### src/core/tx_cmd_pkg.sv
package tx_cmd_pkg;

  localparam int unsigned DWORD_W  = 32;
  localparam int unsigned TAG_W    = 16;
  localparam int unsigned SIZE_W   = 11;
  localparam int unsigned WCNT_W   = 10;
  localparam int unsigned SUM_W    = 12;

  // Command A field positions
  localparam int unsigned A_IOC      = 31;
  localparam int unsigned A_ALIGN_HI = 25;
  localparam int unsigned A_ALIGN_LO = 24;
  localparam int unsigned A_OFF_HI   = 20;
  localparam int unsigned A_OFF_LO   = 16;
  localparam int unsigned A_FIRST    = 13;
  localparam int unsigned A_LAST     = 12;
  localparam int unsigned A_SIZE_HI  = 10;
  localparam int unsigned A_SIZE_LO  = 0;

  // Bits of command A that carry meaning; everything else is reserved
  localparam logic [31:0] A_KEEP_MASK = 32'h831f_37ff;

  // Command B field positions
  localparam int unsigned B_TAG_HI = 31;
  localparam int unsigned B_TAG_LO = 16;
  localparam int unsigned B_LEN_HI = 10;
  localparam int unsigned B_LEN_LO = 0;

  // End alignment codes
  localparam logic [1:0] ALIGN_4  = 2'h0;
  localparam logic [1:0] ALIGN_16 = 2'h1;
  localparam logic [1:0] ALIGN_32 = 2'h2;

  // Alignment granules in DWORDs
  localparam logic [WCNT_W-1:0] GRAN_1 = 10'h001;
  localparam logic [WCNT_W-1:0] GRAN_4 = 10'h004;
  localparam logic [WCNT_W-1:0] GRAN_8 = 10'h008;

  // Reset values
  localparam logic [DWORD_W-1:0] DWORD_RST = 32'h0000_0000;
  localparam logic [WCNT_W-1:0]  WCNT_RST  = 10'h000;
  localparam logic [SUM_W-1:0]   SUM_RST   = 12'h000;
  localparam logic [TAG_W-1:0]   TAG_RST   = 16'h0000;

  // DWORDs from buffer start to the end of the payload, offset included
  function automatic logic [WCNT_W-1:0] data_words(input logic [31:0] a);
    logic [SUM_W-1:0] bytes;
    bytes = SUM_W'(a[A_OFF_HI:A_OFF_LO]) + SUM_W'(a[A_SIZE_HI:A_SIZE_LO]) + 12'h003;
    return bytes[SUM_W-1:2];
  endfunction

  // DWORDs including end padding up to the selected alignment
  function automatic logic [WCNT_W-1:0] total_words(input logic [31:0] a);
    logic [WCNT_W-1:0] g;
    logic [WCNT_W-1:0] d;
    d = data_words(a);
    unique case (a[A_ALIGN_HI:A_ALIGN_LO])
      ALIGN_16: g = GRAN_4;
      ALIGN_32: g = GRAN_8;
      default:  g = GRAN_1;
    endcase
    return (d + g - 10'h001) & ~(g - 10'h001);
  endfunction

endpackage

### src/core/tx_cmd_if.sv
`timescale 1ns/1ns
// DWORD write stream from the host into the transmit data FIFO
interface tx_cmd_if;
  logic        wr_valid;
  logic        wr_ready;
  logic [31:0] wr_data;

  modport host (
    output wr_valid,
    output wr_data,
    input  wr_ready
  );

  modport dev (
    input  wr_valid,
    input  wr_data,
    output wr_ready
  );
endinterface

### src/core/tx_cmd_parser.sv
`timescale 1ns/1ns
module tx_cmd_parser
  import tx_cmd_pkg::*;
(
  input  wire logic                      clk,
  input  wire logic                      rstn,
  tx_cmd_if.dev                          link,
  output logic [tx_cmd_pkg::DWORD_W-1:0] pay_data,
  output logic [3:0]                     pay_be,
  output logic                           pay_last,
  output logic                           pay_valid,
  input  wire logic                      pay_ready,
  output logic                           buffer_loaded_flag,
  output logic                           transmit_error_flag,
  input  wire logic                      err_clear,
  output logic                           sts_valid,
  output logic [tx_cmd_pkg::TAG_W-1:0]   sts_tag,
  output logic                           sts_err,
  output logic [tx_cmd_pkg::WCNT_W-1:0]  stored_dwords
);
  import tx_cmd_pkg::*;

  typedef enum logic [1:0] {
    S_CMD_A = 2'h0,
    S_CMD_B = 2'h1,
    S_DATA  = 2'h3
  } state_t;

  typedef struct packed {
    logic [DWORD_W-1:0] data;
    logic [3:0]         be;
    logic               last;
  } entry_t;

  typedef struct packed {
    state_t             st;
    logic [DWORD_W-1:0] cmd_a;
    logic [WCNT_W-1:0]  idx;
    logic [WCNT_W-1:0]  ndata;
    logic [WCNT_W-1:0]  ntot;
    logic [DWORD_W-1:0] first_b;
    logic               open;
    logic [SUM_W-1:0]   sum;
    logic               pkt_err;
    logic               err;
    logic               done;
    logic               sts_valid;
    logic [TAG_W-1:0]   sts_tag;
    logic               sts_err;
    logic [WCNT_W-1:0]  stored;
    logic               ready;
    logic [1:0]         vld;
    entry_t [1:0]       ent;
  } regs_t;

  localparam regs_t REGS_RST = '{
    st:        S_CMD_A,
    cmd_a:     DWORD_RST,
    idx:       WCNT_RST,
    ndata:     WCNT_RST,
    ntot:      WCNT_RST,
    first_b:   DWORD_RST,
    open:      1'b0,
    sum:       SUM_RST,
    pkt_err:   1'b0,
    err:       1'b0,
    done:      1'b0,
    sts_valid: 1'b0,
    sts_tag:   TAG_RST,
    sts_err:   1'b0,
    stored:    WCNT_RST,
    ready:     1'b1,
    vld:       2'h0,
    ent:       '0
  };

  regs_t s_q;
  regs_t s_d;

  // Byte lanes valid in the payload word at position idx of the buffer
  function automatic logic [3:0] lanes(input logic [31:0] a, input logic [WCNT_W-1:0] idx,
                                       input logic [WCNT_W-1:0] nd);
    logic [3:0]       m;
    logic [SUM_W-1:0] endb;
    m = 4'hf;
    endb = SUM_W'(a[A_OFF_HI:A_OFF_LO]) + SUM_W'(a[A_SIZE_HI:A_SIZE_LO]);
    if (idx == WCNT_W'(a[A_OFF_HI:A_OFF_LO+2]))
    begin
      m = m & (4'hf << a[A_OFF_LO+1:A_OFF_LO]);
    end
    if ((idx == nd - 10'h001) && (endb[1:0] != 2'h0))
    begin
      m = m & (4'hf >> (3'h4 - {1'b0, endb[1:0]}));
    end
    return m;
  endfunction

  logic               take;
  logic               pop;
  logic               push;
  entry_t             pe;
  logic               fs;
  logic               ls;
  logic               bad_b;
  logic [SUM_W-1:0]   new_sum;
  logic [WCNT_W-1:0]  skip;
  logic [3:0]         be;

  always_comb
  begin
    s_d = s_q;
    s_d.done = 1'b0;
    s_d.sts_valid = 1'b0;
    take = link.wr_valid && s_q.ready;
    pop = s_q.vld[0] && pay_ready;
    push = 1'b0;
    pe = '0;
    fs = s_q.cmd_a[A_FIRST];
    ls = s_q.cmd_a[A_LAST];
    bad_b = 1'b0;
    new_sum = SUM_RST;
    skip = WCNT_W'(s_q.cmd_a[A_OFF_HI:A_OFF_LO+2]);
    be = lanes(s_q.cmd_a, s_q.idx, s_q.ndata);

    // A clear in the same cycle as a new error loses to the error
    if (err_clear)
    begin
      s_d.err = 1'b0;
    end

    if (take)
    begin
      unique case (s_q.st)
        S_CMD_A:
        begin
          s_d.cmd_a = link.wr_data & A_KEEP_MASK;
          s_d.st = S_CMD_B;
        end
        S_CMD_B:
        begin
          // A first segment inside an open packet, or a continuation with no
          // packet open, is treated like a command B mismatch
          bad_b = fs ? s_q.open : (!s_q.open || (link.wr_data != s_q.first_b));
          new_sum = fs ? SUM_W'(s_q.cmd_a[A_SIZE_HI:A_SIZE_LO])
                       : s_q.sum + SUM_W'(s_q.cmd_a[A_SIZE_HI:A_SIZE_LO]);
          if (fs)
          begin
            s_d.first_b = link.wr_data;
            s_d.stored = WCNT_RST;
          end
          s_d.sum = new_sum;
          s_d.pkt_err = (fs ? 1'b0 : s_q.pkt_err) | bad_b;
          if (ls && (new_sum != SUM_W'(link.wr_data[B_LEN_HI:B_LEN_LO])))
          begin
            s_d.pkt_err = 1'b1;
          end
          s_d.err = s_d.err | s_d.pkt_err;
          s_d.open = !ls;
          if (ls)
          begin
            s_d.sts_valid = 1'b1;
            s_d.sts_tag = link.wr_data[B_TAG_HI:B_TAG_LO];
            s_d.sts_err = s_d.pkt_err;
          end
          s_d.ndata = data_words(s_q.cmd_a);
          s_d.ntot = total_words(s_q.cmd_a);
          s_d.idx = WCNT_RST;
          if (total_words(s_q.cmd_a) == WCNT_RST)
          begin
            s_d.st = S_CMD_A;
            s_d.done = s_q.cmd_a[A_IOC];
          end
          else
          begin
            s_d.st = S_DATA;
          end
        end
        S_DATA:
        begin
          // Offset words and padding words fall through without a slot
          if ((s_q.idx >= skip) && (s_q.idx < s_q.ndata) && (be != 4'h0))
          begin
            push = 1'b1;
            pe.data = link.wr_data;
            pe.be = be;
            pe.last = ls && (s_q.idx == s_q.ndata - 10'h001);
            s_d.stored = s_q.stored + 10'h001;
          end
          s_d.idx = s_q.idx + 10'h001;
          if (s_q.idx == s_q.ntot - 10'h001)
          begin
            s_d.st = S_CMD_A;
            s_d.done = s_q.cmd_a[A_IOC];
          end
        end
        default:
        begin
          s_d.st = S_CMD_A;
        end
      endcase
    end

    if (pop)
    begin
      s_d.ent[0] = s_q.ent[1];
      s_d.vld = {1'b0, s_q.vld[1]};
    end
    if (push)
    begin
      if (!s_d.vld[0])
      begin
        s_d.ent[0] = pe;
        s_d.vld[0] = 1'b1;
      end
      else
      begin
        s_d.ent[1] = pe;
        s_d.vld[1] = 1'b1;
      end
    end
    // Registered ready costs a bubble when full but keeps the port a flop
    s_d.ready = !s_d.vld[1];
  end

  always_ff @(posedge clk or negedge rstn)
  begin
    if (!rstn)
    begin
      s_q <= REGS_RST;
    end
    else
    begin
      s_q <= s_d;
    end
  end

  assign link.wr_ready       = s_q.ready;
  assign pay_data            = s_q.ent[0].data;
  assign pay_be              = s_q.ent[0].be;
  assign pay_last            = s_q.ent[0].last;
  assign pay_valid           = s_q.vld[0];
  assign buffer_loaded_flag  = s_q.done;
  assign transmit_error_flag = s_q.err;
  assign sts_valid           = s_q.sts_valid;
  assign sts_tag             = s_q.sts_tag;
  assign sts_err             = s_q.sts_err;
  assign stored_dwords       = s_q.stored;

endmodule // tx_cmd_parser

### src/flat_wrapper.sv
// flat-port wrapper written by rule: the top's interface ports become plain ports
module tx_cmd_parser_flat import tx_cmd_pkg::*;
  (clk, rstn, pay_data, pay_be, pay_last, pay_valid, pay_ready, buffer_loaded_flag, transmit_error_flag, err_clear, sts_valid, sts_tag, sts_err, stored_dwords, link_wr_valid, link_wr_data, link_wr_ready);
  tx_cmd_if link_i ();
  input  wire logic clk;
  input  wire logic rstn;
  output logic [tx_cmd_pkg::DWORD_W-1:0] pay_data;
  output logic [3:0] pay_be;
  output logic pay_last;
  output logic pay_valid;
  input  wire logic pay_ready;
  output logic buffer_loaded_flag;
  output logic transmit_error_flag;
  input  wire logic err_clear;
  output logic sts_valid;
  output logic [tx_cmd_pkg::TAG_W-1:0] sts_tag;
  output logic sts_err;
  output logic [tx_cmd_pkg::WCNT_W-1:0] stored_dwords;
  input wire logic [$bits(link_i.wr_valid)-1:0] link_wr_valid;
  input wire logic [$bits(link_i.wr_data)-1:0] link_wr_data;
  output wire logic [$bits(link_i.wr_ready)-1:0] link_wr_ready;
  assign link_i.wr_valid = link_wr_valid;
  assign link_i.wr_data = link_wr_data;
  assign link_wr_ready = link_i.wr_ready;
  tx_cmd_parser u_core (.clk(clk), .rstn(rstn), .link(link_i), .pay_data(pay_data), .pay_be(pay_be), .pay_last(pay_last), .pay_valid(pay_valid), .pay_ready(pay_ready), .buffer_loaded_flag(buffer_loaded_flag), .transmit_error_flag(transmit_error_flag), .err_clear(err_clear), .sts_valid(sts_valid), .sts_tag(sts_tag), .sts_err(sts_err), .stored_dwords(stored_dwords));
endmodule
### config.mk
export PLATFORM = sky130hd
export DESIGN_NAME = tx_cmd_parser_flat
export DESIGN_NICKNAME = d
export VERILOG_FILES = /design/src/core/tx_cmd_pkg.sv /design/src/core/tx_cmd_if.sv /design/src/core/tx_cmd_parser.sv /design/src/flat_wrapper.sv
export SDC_FILE = /design/constraint.sdc
export NUM_CORES = 1
export LEC_CHECK = 0
export BUFFER_PORTS_ARGS = -buffer_cell sky130_fd_sc_hd__buf_4
export CAP_MARGIN = 20
export CORE_MARGIN = 1.5
export CORE_UTILIZATION = 50
export DETAILED_ROUTE_END_ITERATION = 8
export PLACE_DENSITY = 0.71
export SLEW_MARGIN = 20
export SYNTH_ARGS = -nofsm -noshare
export SYNTH_HDL_FRONTEND = slang
export SYNTH_SLANG_ARGS = --single-unit
### constraint.sdc
create_clock -name clk -period 6.1 [get_ports clk]
set_input_delay 0.305 -clock clk [delete_from_list [all_inputs] [get_ports clk]]
set_output_delay 0.305 -clock clk [all_outputs]
set_load 0.005 [all_outputs]
-- Word-level counts from Yosys, hierarchy flattened
Index checks and enable logic that the tools add are counted.
- eq/ne operators: 12
- shift-type cells: 2
- muxes and demuxes: 38
- $lt $le $gt $ge: 2
- add/sub/neg operators: 11
- reductions and logical operators: 24
- bitwise operators: 5
- operator list (kind ; number):
    $mux 37 ; 6
    $mux 76 ; 1
    $mux 10 ; 4
    $pmux 10 s2 ; 2
    $sub 10x1->10 const B ; 4
    $mux 18 ; 2
    $ne 32x32->1 ; 1
    $mux 30 ; 1
    $add 10x1->10 const B ; 2
    $eq 10x10->1 ; 2
    $mux 1 ; 13
    $add 12x11->12 ; 1
    $add 12x2->12 const B ; 1
    $add 5x11->12 ; 1
    $mux 12 ; 1
    $ne 12x11->1 ; 1
    $add 10x10->10 ; 1
    $and 10x10->10 ; 1
    $eq 10x3->1 ; 1
    $ge 10x3->1 ; 1
    $logic_not 10->1 ; 1
    $lt 10x10->1 ; 1
    $not 10->10 ; 1
    $reduce_and 2->1 ; 5
    other kinds (21) ; 39
- word-level logic and storage cells: 117
- input bits: 37
- register bits after elaboration: 206
- output and inout port bits: 69

-- Logic depth before layout (Yosys ltp)
Gate-level depths: netlist (run 1).
- word-level depth: 13
- gate-level depth with buffers: 19
- mapped depth without buffers: 19

-- Worst setup path before layout (run 1)
No wires, ideal clock.
- kind: reg2reg
- start point: register u_core.s_q[183] (netlist name)
- end point: register u_core.s_q[215] (netlist name)
- arrival time: 4120 ps
- library setup time: 142 ps
- stages on the path, launching flop included: 20
- buffers on the path: 0
- setup slack: 1838 ps
- data required time: 5958 ps
- clock period less this slack: 4262 ps
- cell sequence: dfrtp_1 -> ha_1 -> fa_1 -> a211o_1 -> and2_1 -> nor2_1 -> nand2_1 -> xnor2_1 -> ha_1 -> inv_1 -> ha_1 -> nor2b_1 -> o31a_1 -> o21a_1 -> o21ai_0 -> o31a_1 -> o211ai_1 -> xor2_1 -> o41ai_1 -> a22oi_1
- word-level cells in the longest chain between the ends: 8
- ends and longest elaborated chain (what ; RTL line ; RTL):
    start, declared ; tx_cmd_parser.sv:77 ; regs_t s_q;
    start signal, assigned ; tx_cmd_parser.sv:229 ; s_q <= REGS_RST;
    start signal, assigned ; tx_cmd_parser.sv:233 ; s_q <= s_d;
    $add 5x11->12 ; - ;
    $add 12x2->12 ; tx_cmd_pkg.sv:48 ; bytes = SUM_W'(a[A_OFF_HI:A_OFF_LO]) + SUM_W'(a[A_SIZE_HI:A_SIZE_LO]) + 12'h003;
    $add 10x10->10 ; tx_cmd_pkg.sv:62 ; return (d + g - 10'h001) & ~(g - 10'h001);
    $sub 10x1->10 ; tx_cmd_pkg.sv:62 ;
    $and 10x10->10 ; tx_cmd_pkg.sv:62 ;
    $logic_not 10->1 ; tx_cmd_parser.sv:168 ; if (total_words(s_q.cmd_a) == WCNT_RST)
    $mux 2 ; tx_cmd_parser.sv:168 ;
    $pmux 2 s3 ; tx_cmd_parser.sv:133 ; unique case (s_q.st)
No other way between the ends.
A chain may end at the register's enable or synchronous reset.

-- Worst setup path in the final report (run 1)
Ends and elaborated chain as after synthesis.

==> results of run 1 <==
-- layer usage --
layer / vias up / share of wire [%]
met3: 35 / 5.1
met2: 191 / 47
li1: 4323 / -
met1: 4395 / 46
met5: - / 0
met4: 0 / 2.0
-- cells in the final DEF, fill, tap and decap left out, drive strengths merged, types with 16 or more instances in the layout --
master | Yosys | final
ha | 44 | 44
mux2 | 68 | 68
nand3 | 24 | 24
inv | 48 | 49
a21oi | 69 | 69
clkbuf | 48 | 36
xnor2 | 65 | 65
dfrtp | 205 | 205
xor2 | 46 | 46
mux2i | 39 | 39
nand2 | 206 | 206
nor2 | 74 | 74
o21ai | 78 | 78
buf | 79 | 114
nor3 | 16 | 16
-- worst paths after layout --
kind                             startpoint                    endpoint  slack [ns]  cells after the start
max                         u_core.s_q[183]             u_core.s_q[215]        1.40                     19
min in group asynchronous              rstn  u_core.transmit_error_flag        0.45                      2
max reg2reg                 u_core.s_q[183]             u_core.s_q[215]        1.40                     19
min reg2reg                  u_core.s_q[40]              u_core.s_q[40]        0.47                      2
max in group asynchronous              rstn             u_core.s_q[176]        4.19                      3
min                        link_wr_data[23]             u_core.s_q[144]        0.03                      3
-- cells by family after synthesis --
group | after synthesis | synth area share (%)
DFF | 206 | 42.7
muxes | 107 | 9.58
buffers and inverters | 175 | 7.85
xor gates and xnor gates | 112 | 8.24
and+or+nand+nor | 393 | 14.8
AOI/OAI and AO/OA | 232 | 11.7
adders and majority gates | 47 | 5.06
-- layout make-up --
type / instances / area (um^2)
Multi-Input combinational cell: 891 / 5980
Sequential cell: 206 / 5160
Inverter: 48 / 180
Clock inverter: 3 / 46.3
Tap cell: 319 / 399
Timing Repair Buffer: 117 / 890
Fill cell: 2057 / 10300
Clock buffer: 35 / 681
-- power breakdown --
group | internal (mW) | switching [mW]
Sequential | 1.99 | 0.587
Combinational | 2.14 | 2.54
Clock | 0.805 | 0.546
Total | 4.93 | 3.68
-- state kept, by name, indices dropped and copies added (netlist names) --
register,flops
u_core.pay_valid,1
u_core.pay_last,1
u_core.transmit_error_flag,1
u_core.link.wr_ready,1
u_core.stored_dwords,10
u_core.pay_be,4
u_core.sts_valid,1
u_core.buffer_loaded_flag,1
u_core.fs,1
u_core.pay_data,32
u_core.s_q,135
u_core.sts_tag,16
u_core.sts_err,1
u_core.ls,1
-- repair_timing --
| item | in CTS | in global routing |
|---|---|---|
| setup endpoints to repair | 0 | 0 |
| hold buffers | 2 | 0 |
| hold endpoints to repair | 99 | 0 |
-- critical path: stages (launching register included) --
cell and delay [ns]:
dfrtp_1 0.44, ha_1 0.29, fa_1 0.41, xor2_1 0.30, o221ai_1 0.23, nor2_1 0.19
nand2_1 0.12, xnor2_1 0.17, ha_1 0.29, inv_1 0.04, ha_1 0.34, nor2b_1 0.16
o31a_1 0.25, o21a_1 0.18, o21ai_0 0.27, or3_1 0.15, o211ai_1 0.10, xor2_1 0.21
o41ai_1 0.33, a22oi_1 0.10
==> metrics.csv, run 1 <==
metric,value,unit
via_per_inst,5.52,
synth_edf_count,0,
tns,0,ns
slew_viol_final,0,
grt.overflow.total,0,
initial_utilization,51.1,%
fmax,213,MHz
firstDrtPassIters,5,
status,"finished, final reports clean",
grt_max_degree,101,
cts_buffer_depth,3,
max_slew.worst_pin.slew,1.01,ns
clk_pin_slew,0.06,ns
cap_violations,0,
num_vias,8944,
core,23600,um^2
cts_made_buffers,23,
gr-max-usage-layer,met2,
cts_sinks,206,
post-route-cell-area,13300,um^2
ys_types,76,
placed_cells,1579,
die_x,158,um
synth.top_cells.by_count,"nand2_1 (206), dfrtp_1 (205), nor2_1 (73), o21ai_0 (71), a21oi_1 (69)",
place_ws,1.43,ns
use_met2,37.4,%
yosysMostFrequentCell,nand2_1,
grt_pass1_vias,8720,
row_count,56,
dpl_cell_area,12600,um^2
htree_levels,1,
fin_ws,1.40,ns
total_power,8.60,mW
synth.cell_area,12100,um^2
clock-skew-final,0.0201,ns
hp-class,in -> reg,
syn_nets,1356,
root_buffer,clkbuf_16,
setup_viol,0,
routedWlPerCell,17.3,um
fp.dieH,158,um
netlist_instances,1272,
cp-end-kind,flip-flop,
max_slew_margin,32.6,%
final_cells,1619,
crit_type,reg -> reg,
async_flop_share,100,%
grt_usage,22.5,%
fin_crit_sh,77.0,%
dp_hpwl,19400,um
drc,0,
gr-usage-met3,3.59,%
period_needed,4.70,ns
antenna_found_initial,0,
hold_viol,0,
cts_setup_buffers,0,
hold_slack,0.0275,ns
synth-seq-area-share,42.7,%
drt-total-wl,28000,um
use_met1,30.9,%
max-vdd-ir-drop,0.000402,V
diodes,0,
final_util,56.4,%
yosysWarnings,0,
gp_congestion,0.863,
crit_path_max_fanout,5,
rsz0062_at_grt,false,
io_buffers,105,
grt_pass1_wl,45000,um
synth-main-ff-cell,dfrtp_1,
startpoint_type,flip-flop,
crit_required,6.48,ns
synth_seq_cells,206,
clock_latency,0.51,ns
dieArea,25100,um^2
drive_gt1_share,15.8,%
cts_tree,built,
synth_area_leaders,"dfrtp_1 (43%), nand2_1 (6.4%), xnor2_1 (4.7%)",
synthToLayoutAreaGrowth,10.4,%
worstPathArrival,5.08,ns
syn_avg_cell_area,9.49,um^2
io_pins,106,
final_net_count,1371,
ctsResizeCount,0,
leakage,6.39,nW
netlist.area_leader.share,42.5,%
synth_top_area_cell,dfrtp_1,
cellPowerDensity,646,nW/um^2
drtAntennaViolNets,0,
first_iter_violations,647,
Note: power is estimated with default switching activity, not from simulation.
==> inputs of run 2 (changes only) <==
==> constraint.sdc (replaced) <==
create_clock -name clk -period 4.44 [get_ports clk]
set_input_delay 0.222 -clock clk [delete_from_list [all_inputs] [get_ports clk]]
set_output_delay 0.222 -clock clk [all_outputs]
set_load 0.005 [all_outputs]
==> run 2 against run 1 <==
Effect of this change: maximum frequency rose by 11%; via count rose by 2.9%; sequential cell count did not move; die area did not move; clock skew fell by 0.00093 ns; critical path type unchanged; critical endpoint unchanged.
==> metrics.csv, run 2 (synthesis results as in run 1) <==
metric,value,unit
status,"finished, final reports clean",
clock-skew-final,0.0192,ns
rr_startpoint,u_core.s_q[183],
largest_register_ffs,135,
antenna_found_initial,0,
htree_levels,1,
clock_latency,0.51,ns
r2r-end,u_core.s_q[215],
fmax,235,MHz
max-vdd-ir-drop,0.000697,V
grt.overflow.total,0,
hold_slack,0.000402,ns
post-route-cell-area,13800,um^2
grt_pass1_vias,8813,
row_count,56,
max_slew_margin,30.8,%
layout_commonest_cell,dfrtp_1,
layout_common_cells,"dfrtp_1 (205), nand2_1 (204), buf_4 (124)",
cp-end-kind,flip-flop,
hp-class,in -> reg,
crit_required,4.82,ns
gp_congestion,0.893,
period_needed,4.25,ns
crit_type,reg -> reg,
leakage,6.59,nW
cts_sinks,206,
clk_pin_slew,0.06,ns
io_pins,106,
dp_hpwl,19400,um
initial_utilization,51.1,%
drt-total-wl,28800,um
crit_path_max_fanout,4,
setup_viol,0,
diodes,0,
worst-r2r-setup-slack,0.19,ns
grt_max_degree,122,
drc,0,
worstPathArrival,4.63,ns
hold-path-endpoint,u_core.s_q[145],
synthToLayoutAreaGrowth,14.2,%
fin_crit_sh,95.7,%
dieArea,25100,um^2
num_vias,9200,
via_per_inst,5.57,
io_buffers,105,
drtAntennaViolNets,0,
nFillCells,2037,
die_x,158,um
drive_gt1_share,17.9,%
slew_viol_final,0,
largest_register,u_core.s_q,
core,23600,um^2
multiInputGateArea,6060,um^2
seq_area,5160,um^2
dpl_cell_area,12700,um^2
hold_viol,0,
cts_made_buffers,23,
fp.dieH,158,um
cellPowerDensity,899,nW/um^2
root_buffer,clkbuf_16,
first_iter_violations,704,
max_slew.worst_pin.slew,1.03,ns
total_power,12.4,mW
final_net_count,1403,
firstDrtPassIters,5,
r2r_cells,17,
routedWlPerCell,17.4,um
startpoint_type,flip-flop,
cap_violations,0,
cts_tree,built,
min_from,link_wr_data[24],
grt_usage,22.8,%
whs_path_depth,3,
cts_buffer_depth,3,
grt_pass1_wl,45800,um
## run 2: cell types whose count changed in the layout (fill, tap and decap cells not counted), sizes merged
cell,before,now
dlygate4sd3,2,22
clkbuf,36,32
bufinv,1,3
clkinv,0,5
inv,49,48
buf,114,126
## run 2: worst max path at each step
stage	start	to
final	u_core.s_q[183]	u_core.s_q[215]
after global routing	u_core.s_q[183]	u_core.s_q[215]
after CTS	u_core.s_q[199]	u_core.s_q[215]
after detailed placement	u_core.s_q[199]	u_core.s_q[215]
after global placement	u_core.s_q[199]	u_core.s_q[215]
after floorplan	u_core.s_q[183]	u_core.s_q[215]
## run 2: stage by stage
stage	util [%]	worst slack (ns)	instances	TNS, ns
finish	58.4	0.190	1653	0
global route	58.4	-0.0176	1653	-0.0327
CTS	57.8	0.0132	1650	0
detailed placement	53.6	-0.0933	1588	-0.148
global placement	53.6	0.0172	1588	0
floorplan	-	0.178	1272	0
## run 2: final cells by class
type | count | share of cell area, %
multi-input combinational | 891 | 44.0
tap | 319 | 2.90
sequential | 206 | 37.4
clock inverter | 9 | 0.890
timing repair buffer | 149 | 8.80
clock buffer | 31 | 4.68
inverter | 48 | 1.31
## run 2: worst max-delay path: stages (launching register included)
cell and delay, ns:
dfrtp_1 0.38, ha_1 0.23, fa_2 0.35, a211o_1 0.35, a21oi_1 0.22, nor2_2 0.09, xnor2_1 0.21, ha_1 0.29
fa_1 0.44, nor2b_1 0.16, o31a_1 0.16, o21a_1 0.17, o21ai_2 0.08, or3_1 0.30, o211ai_1 0.15, xor2_2 0.16
o41ai_2 0.29, a22oi_1 0.09
## run 2: where the power goes
part,switching (mW),internal [mW]
Clock,0.768,1.19
Sequential,0.739,2.73
Combinational,3.78,3.19
## run 2: layer usage
metal / routed length [um] / up-vias / track usage [%]
li1: - / 4399 / -
met1: 13200 / 4534 / 32.1
met2: 13700 / 224 / 37.4
met3: 1360 / 43 / 3.02
met4: 588 / 0 / 5.34
met5: 0 / - / 0.207
## run 2: timing repair
action / 4_1_cts / 5_1_grt
setup endpoints to repair: 3 / 3
setup buffers: 0 / 2
endpoints found under the hold margin: 161 / 0
gates resized for setup: 2 / 17
pin swaps: 0 / 6
hold buffers: 22 / 0
==> inputs of run 3 (changes only) <==
--- a/config.mk
+++ b/config.mk
@@ -7,11 +7,11 @@
 export LEC_CHECK = 0
 export BUFFER_PORTS_ARGS = -buffer_cell sky130_fd_sc_hd__buf_4
 export CAP_MARGIN = 20
-export CORE_MARGIN = 1.5
+export CORE_MARGIN = 1
 export CORE_UTILIZATION = 50
 export DETAILED_ROUTE_END_ITERATION = 8
-export PLACE_DENSITY = 0.71
-export SLEW_MARGIN = 20
+export PLACE_DENSITY = 0.73
+export SLEW_MARGIN = 15
 export SYNTH_ARGS = -nofsm -noshare
 export SYNTH_HDL_FRONTEND = slang
 export SYNTH_SLANG_ARGS = --single-unit
==> run 3 against run 2 <==
Effect of this change: worst hold slack improved by 0.014 ns; die area fell by 1.3%; setup slack improved by 0.027 ns; sequential share of layout area rose by 0.21 points; highest routed layer unchanged.
==> metrics.csv, run 3 (synthesis results as in run 1) <==
metric,value,unit
firstDrtPassIters,5,
initial_utilization,51.3,%
diodes,0,
fp.dieH,157,um
grt_usage,23.0,%
crit_required,4.81,ns
grt_max_degree,123,
setup_viol,0,
p_int,7.00,mW
min_from,link_wr_data[9],
r2r-end,u_core.s_q[215],
max_slew.worst_pin.slew,1.00,ns
total_power,12.3,mW
clock_latency,0.51,ns
largest_register,u_core.s_q,
root_buffer,clkbuf_16,
die_x,157,um
io_buffers,105,
tns,0,ns
period_needed,4.22,ns
pwr-share-clk,14.8,%
worst-path-buf-inv,1,
status,"finished, final reports clean",
drive_gt1_share,17.5,%
crit_top_cell,xnor2_1,
worst-r2r-setup-slack,0.22,ns
hold_slack,0.0146,ns
gp_congestion,0.926,
cap_violations,0,
rr_startpoint,u_core.s_q[199],
max_slew_margin,33.2,%
num_vias,9213,
final_net_count,1399,
antenna_found_initial,0,
sw_frac_of_total,43.0,%
io_pins,106,
max-vdd-ir-drop,0.000723,V
core,23500,um^2
drt-total-wl,28000,um
cp-end-kind,flip-flop,
hold_viol,0,
clock-skew-final,0.00807,ns
final_util,58.2,%
cts_buffer_depth,3,
crit_type,reg -> reg,
path_cells,ha_2 -> fa_2 -> a211o_1 -> and2_1 -> nor2_2 -> nand2_2 -> xnor2_2 -> ha_1 -> inv_1 -> ha_4 -> nor2b_2 -> o31a_1 -> o21a_1 -> nor2_1 -> xnor2_1 -> xnor2_1 -> or3_1 -> o41ai_2 -> a22oi_1,
row_count,56,
grt.overflow.total,0,
fmax,237,MHz
slew_viol_final,0,
whs_path_depth,3,
layout_commonest_cell,dfrtp_1,
htree_levels,1,
largest_register_ffs,135,
cts_made_buffers,23,
hp-class,in -> reg,
switchingPower,5.27,mW
drtAntennaViolNets,0,
layout_common_cells,"dfrtp_1 (205), nand2_1 (204), buf_4 (117)",
grt_pass1_wl,45300,um
crit_family,adder cells,
slowest_delay,0.40,ns
hold-path-endpoint,u_core.s_q[130],
via_per_inst,5.59,
cts_tree,built,
grt_pass1_vias,8710,
combPwrFrac,56.8,%
seqPwrFrac,28.5,%
cts_setup_buffers,0,
r2r_cells,19,
startpoint_type,flip-flop,
crit_slowest_cell,dfrtp_1,
leakage,6.55,nW
synthToLayoutAreaGrowth,13.6,%
cellPowerDensity,895,nW/um^2
first_iter_violations,780,
fin_crit_sh,95.1,%
crit_path_max_fanout,4,
cts_sinks,206,
drc,0,
worstPathArrival,4.59,ns
clk_pin_slew,0.06,ns
dp_hpwl,19300,um
dieArea,24800,um^2
routedWlPerCell,17.0,um
run 3: cell count changes in the layout (fill, tap and decap cells not counted), moves of 2 or more:
cell	change
buf_4	-7
bufinv_16	-2
dlygate4sd3_1	+3
xnor2_1	-3
xnor2_2	+3
run 3: worst max path at each step:
| stage | from | end | cells after the start |
|---|---|---|---|
| after global routing | u_core.s_q[186] | u_core.s_q[215] | 18 |
| after detailed placement | u_core.s_q[199] | u_core.s_q[215] | 18 |
| after global placement | u_core.s_q[199] | u_core.s_q[215] | 19 |
| after CTS | u_core.s_q[199] | u_core.s_q[215] | 19 |
| final | u_core.s_q[199] | u_core.s_q[215] | 19 |
| after floorplan | u_core.s_q[183] | u_core.s_q[215] | 19 |
run 3: metrics by stage:
stage / cells / area, um^2 / setup WS, ns
after detailed placement: 1584 / 12600 / -0.0281
after CTS: 1647 / 13600 / 0.0232
after global routing: 1647 / 13700 / -0.0166
after floorplan: 1272 / 12100 / 0.178
after global placement: 1584 / 12600 / 0.0335
final: 1647 / 13700 / 0.217
run 3: worst register-to-register path: stages (launching register included):
cell     delay [ns]
dfrtp_1        0.40
ha_2           0.22
fa_2           0.36
a211o_1        0.32
and2_1         0.20
nor2_2         0.15
nand2_2        0.09
xnor2_2        0.15
ha_1           0.28
inv_1          0.10
ha_4           0.23
nor2b_2        0.16
o31a_1         0.25
o21a_1         0.19
nor2_1         0.11
xnor2_1        0.14
xnor2_1        0.09
or3_1          0.36
o41ai_2        0.21
a22oi_1        0.09
run 3: layout make-up:
cell class | count | area [um^2]
clock buffer | 31 | 646
clock inverter | 7 | 60.1
fill | 1996 | 9840
inverter | 48 | 180
multi-input combinational | 891 | 6080
sequential | 206 | 5160
tap | 319 | 399
timing repair buffer | 145 | 1180
run 3: power by group through the flow:
stage | Sequential, mW | Clock, mW | Combinational [mW]
floorplan | 3.19 | 0 | 5.29
global placement | 3.46 | 0 | 6.31
detailed placement | 3.50 | 0 | 6.47
CTS | 3.48 | 1.85 | 6.58
global route | 3.60 | 1.92 | 7.75
finish | 3.49 | 1.81 | 6.97
run 3: metal layers:
layer / share of wire, % / GRT usage [%] / vias up
met1: 45 / 31.8 / 4516
met5: 0 / 0 / -
met3: 4.9 / 3.17 / 50
met4: 2.0 / 5.41 / 0
met2: 48 / 38.1 / 256
li1: - / - / 4391
run 3: what timing repair did:
action,4_1_cts,5_1_grt
pin swaps,0,1
hold buffers,25,0
endpoints found under the setup margin,3,3
gates resized for setup,3,19
endpoints found under the hold margin,175,0
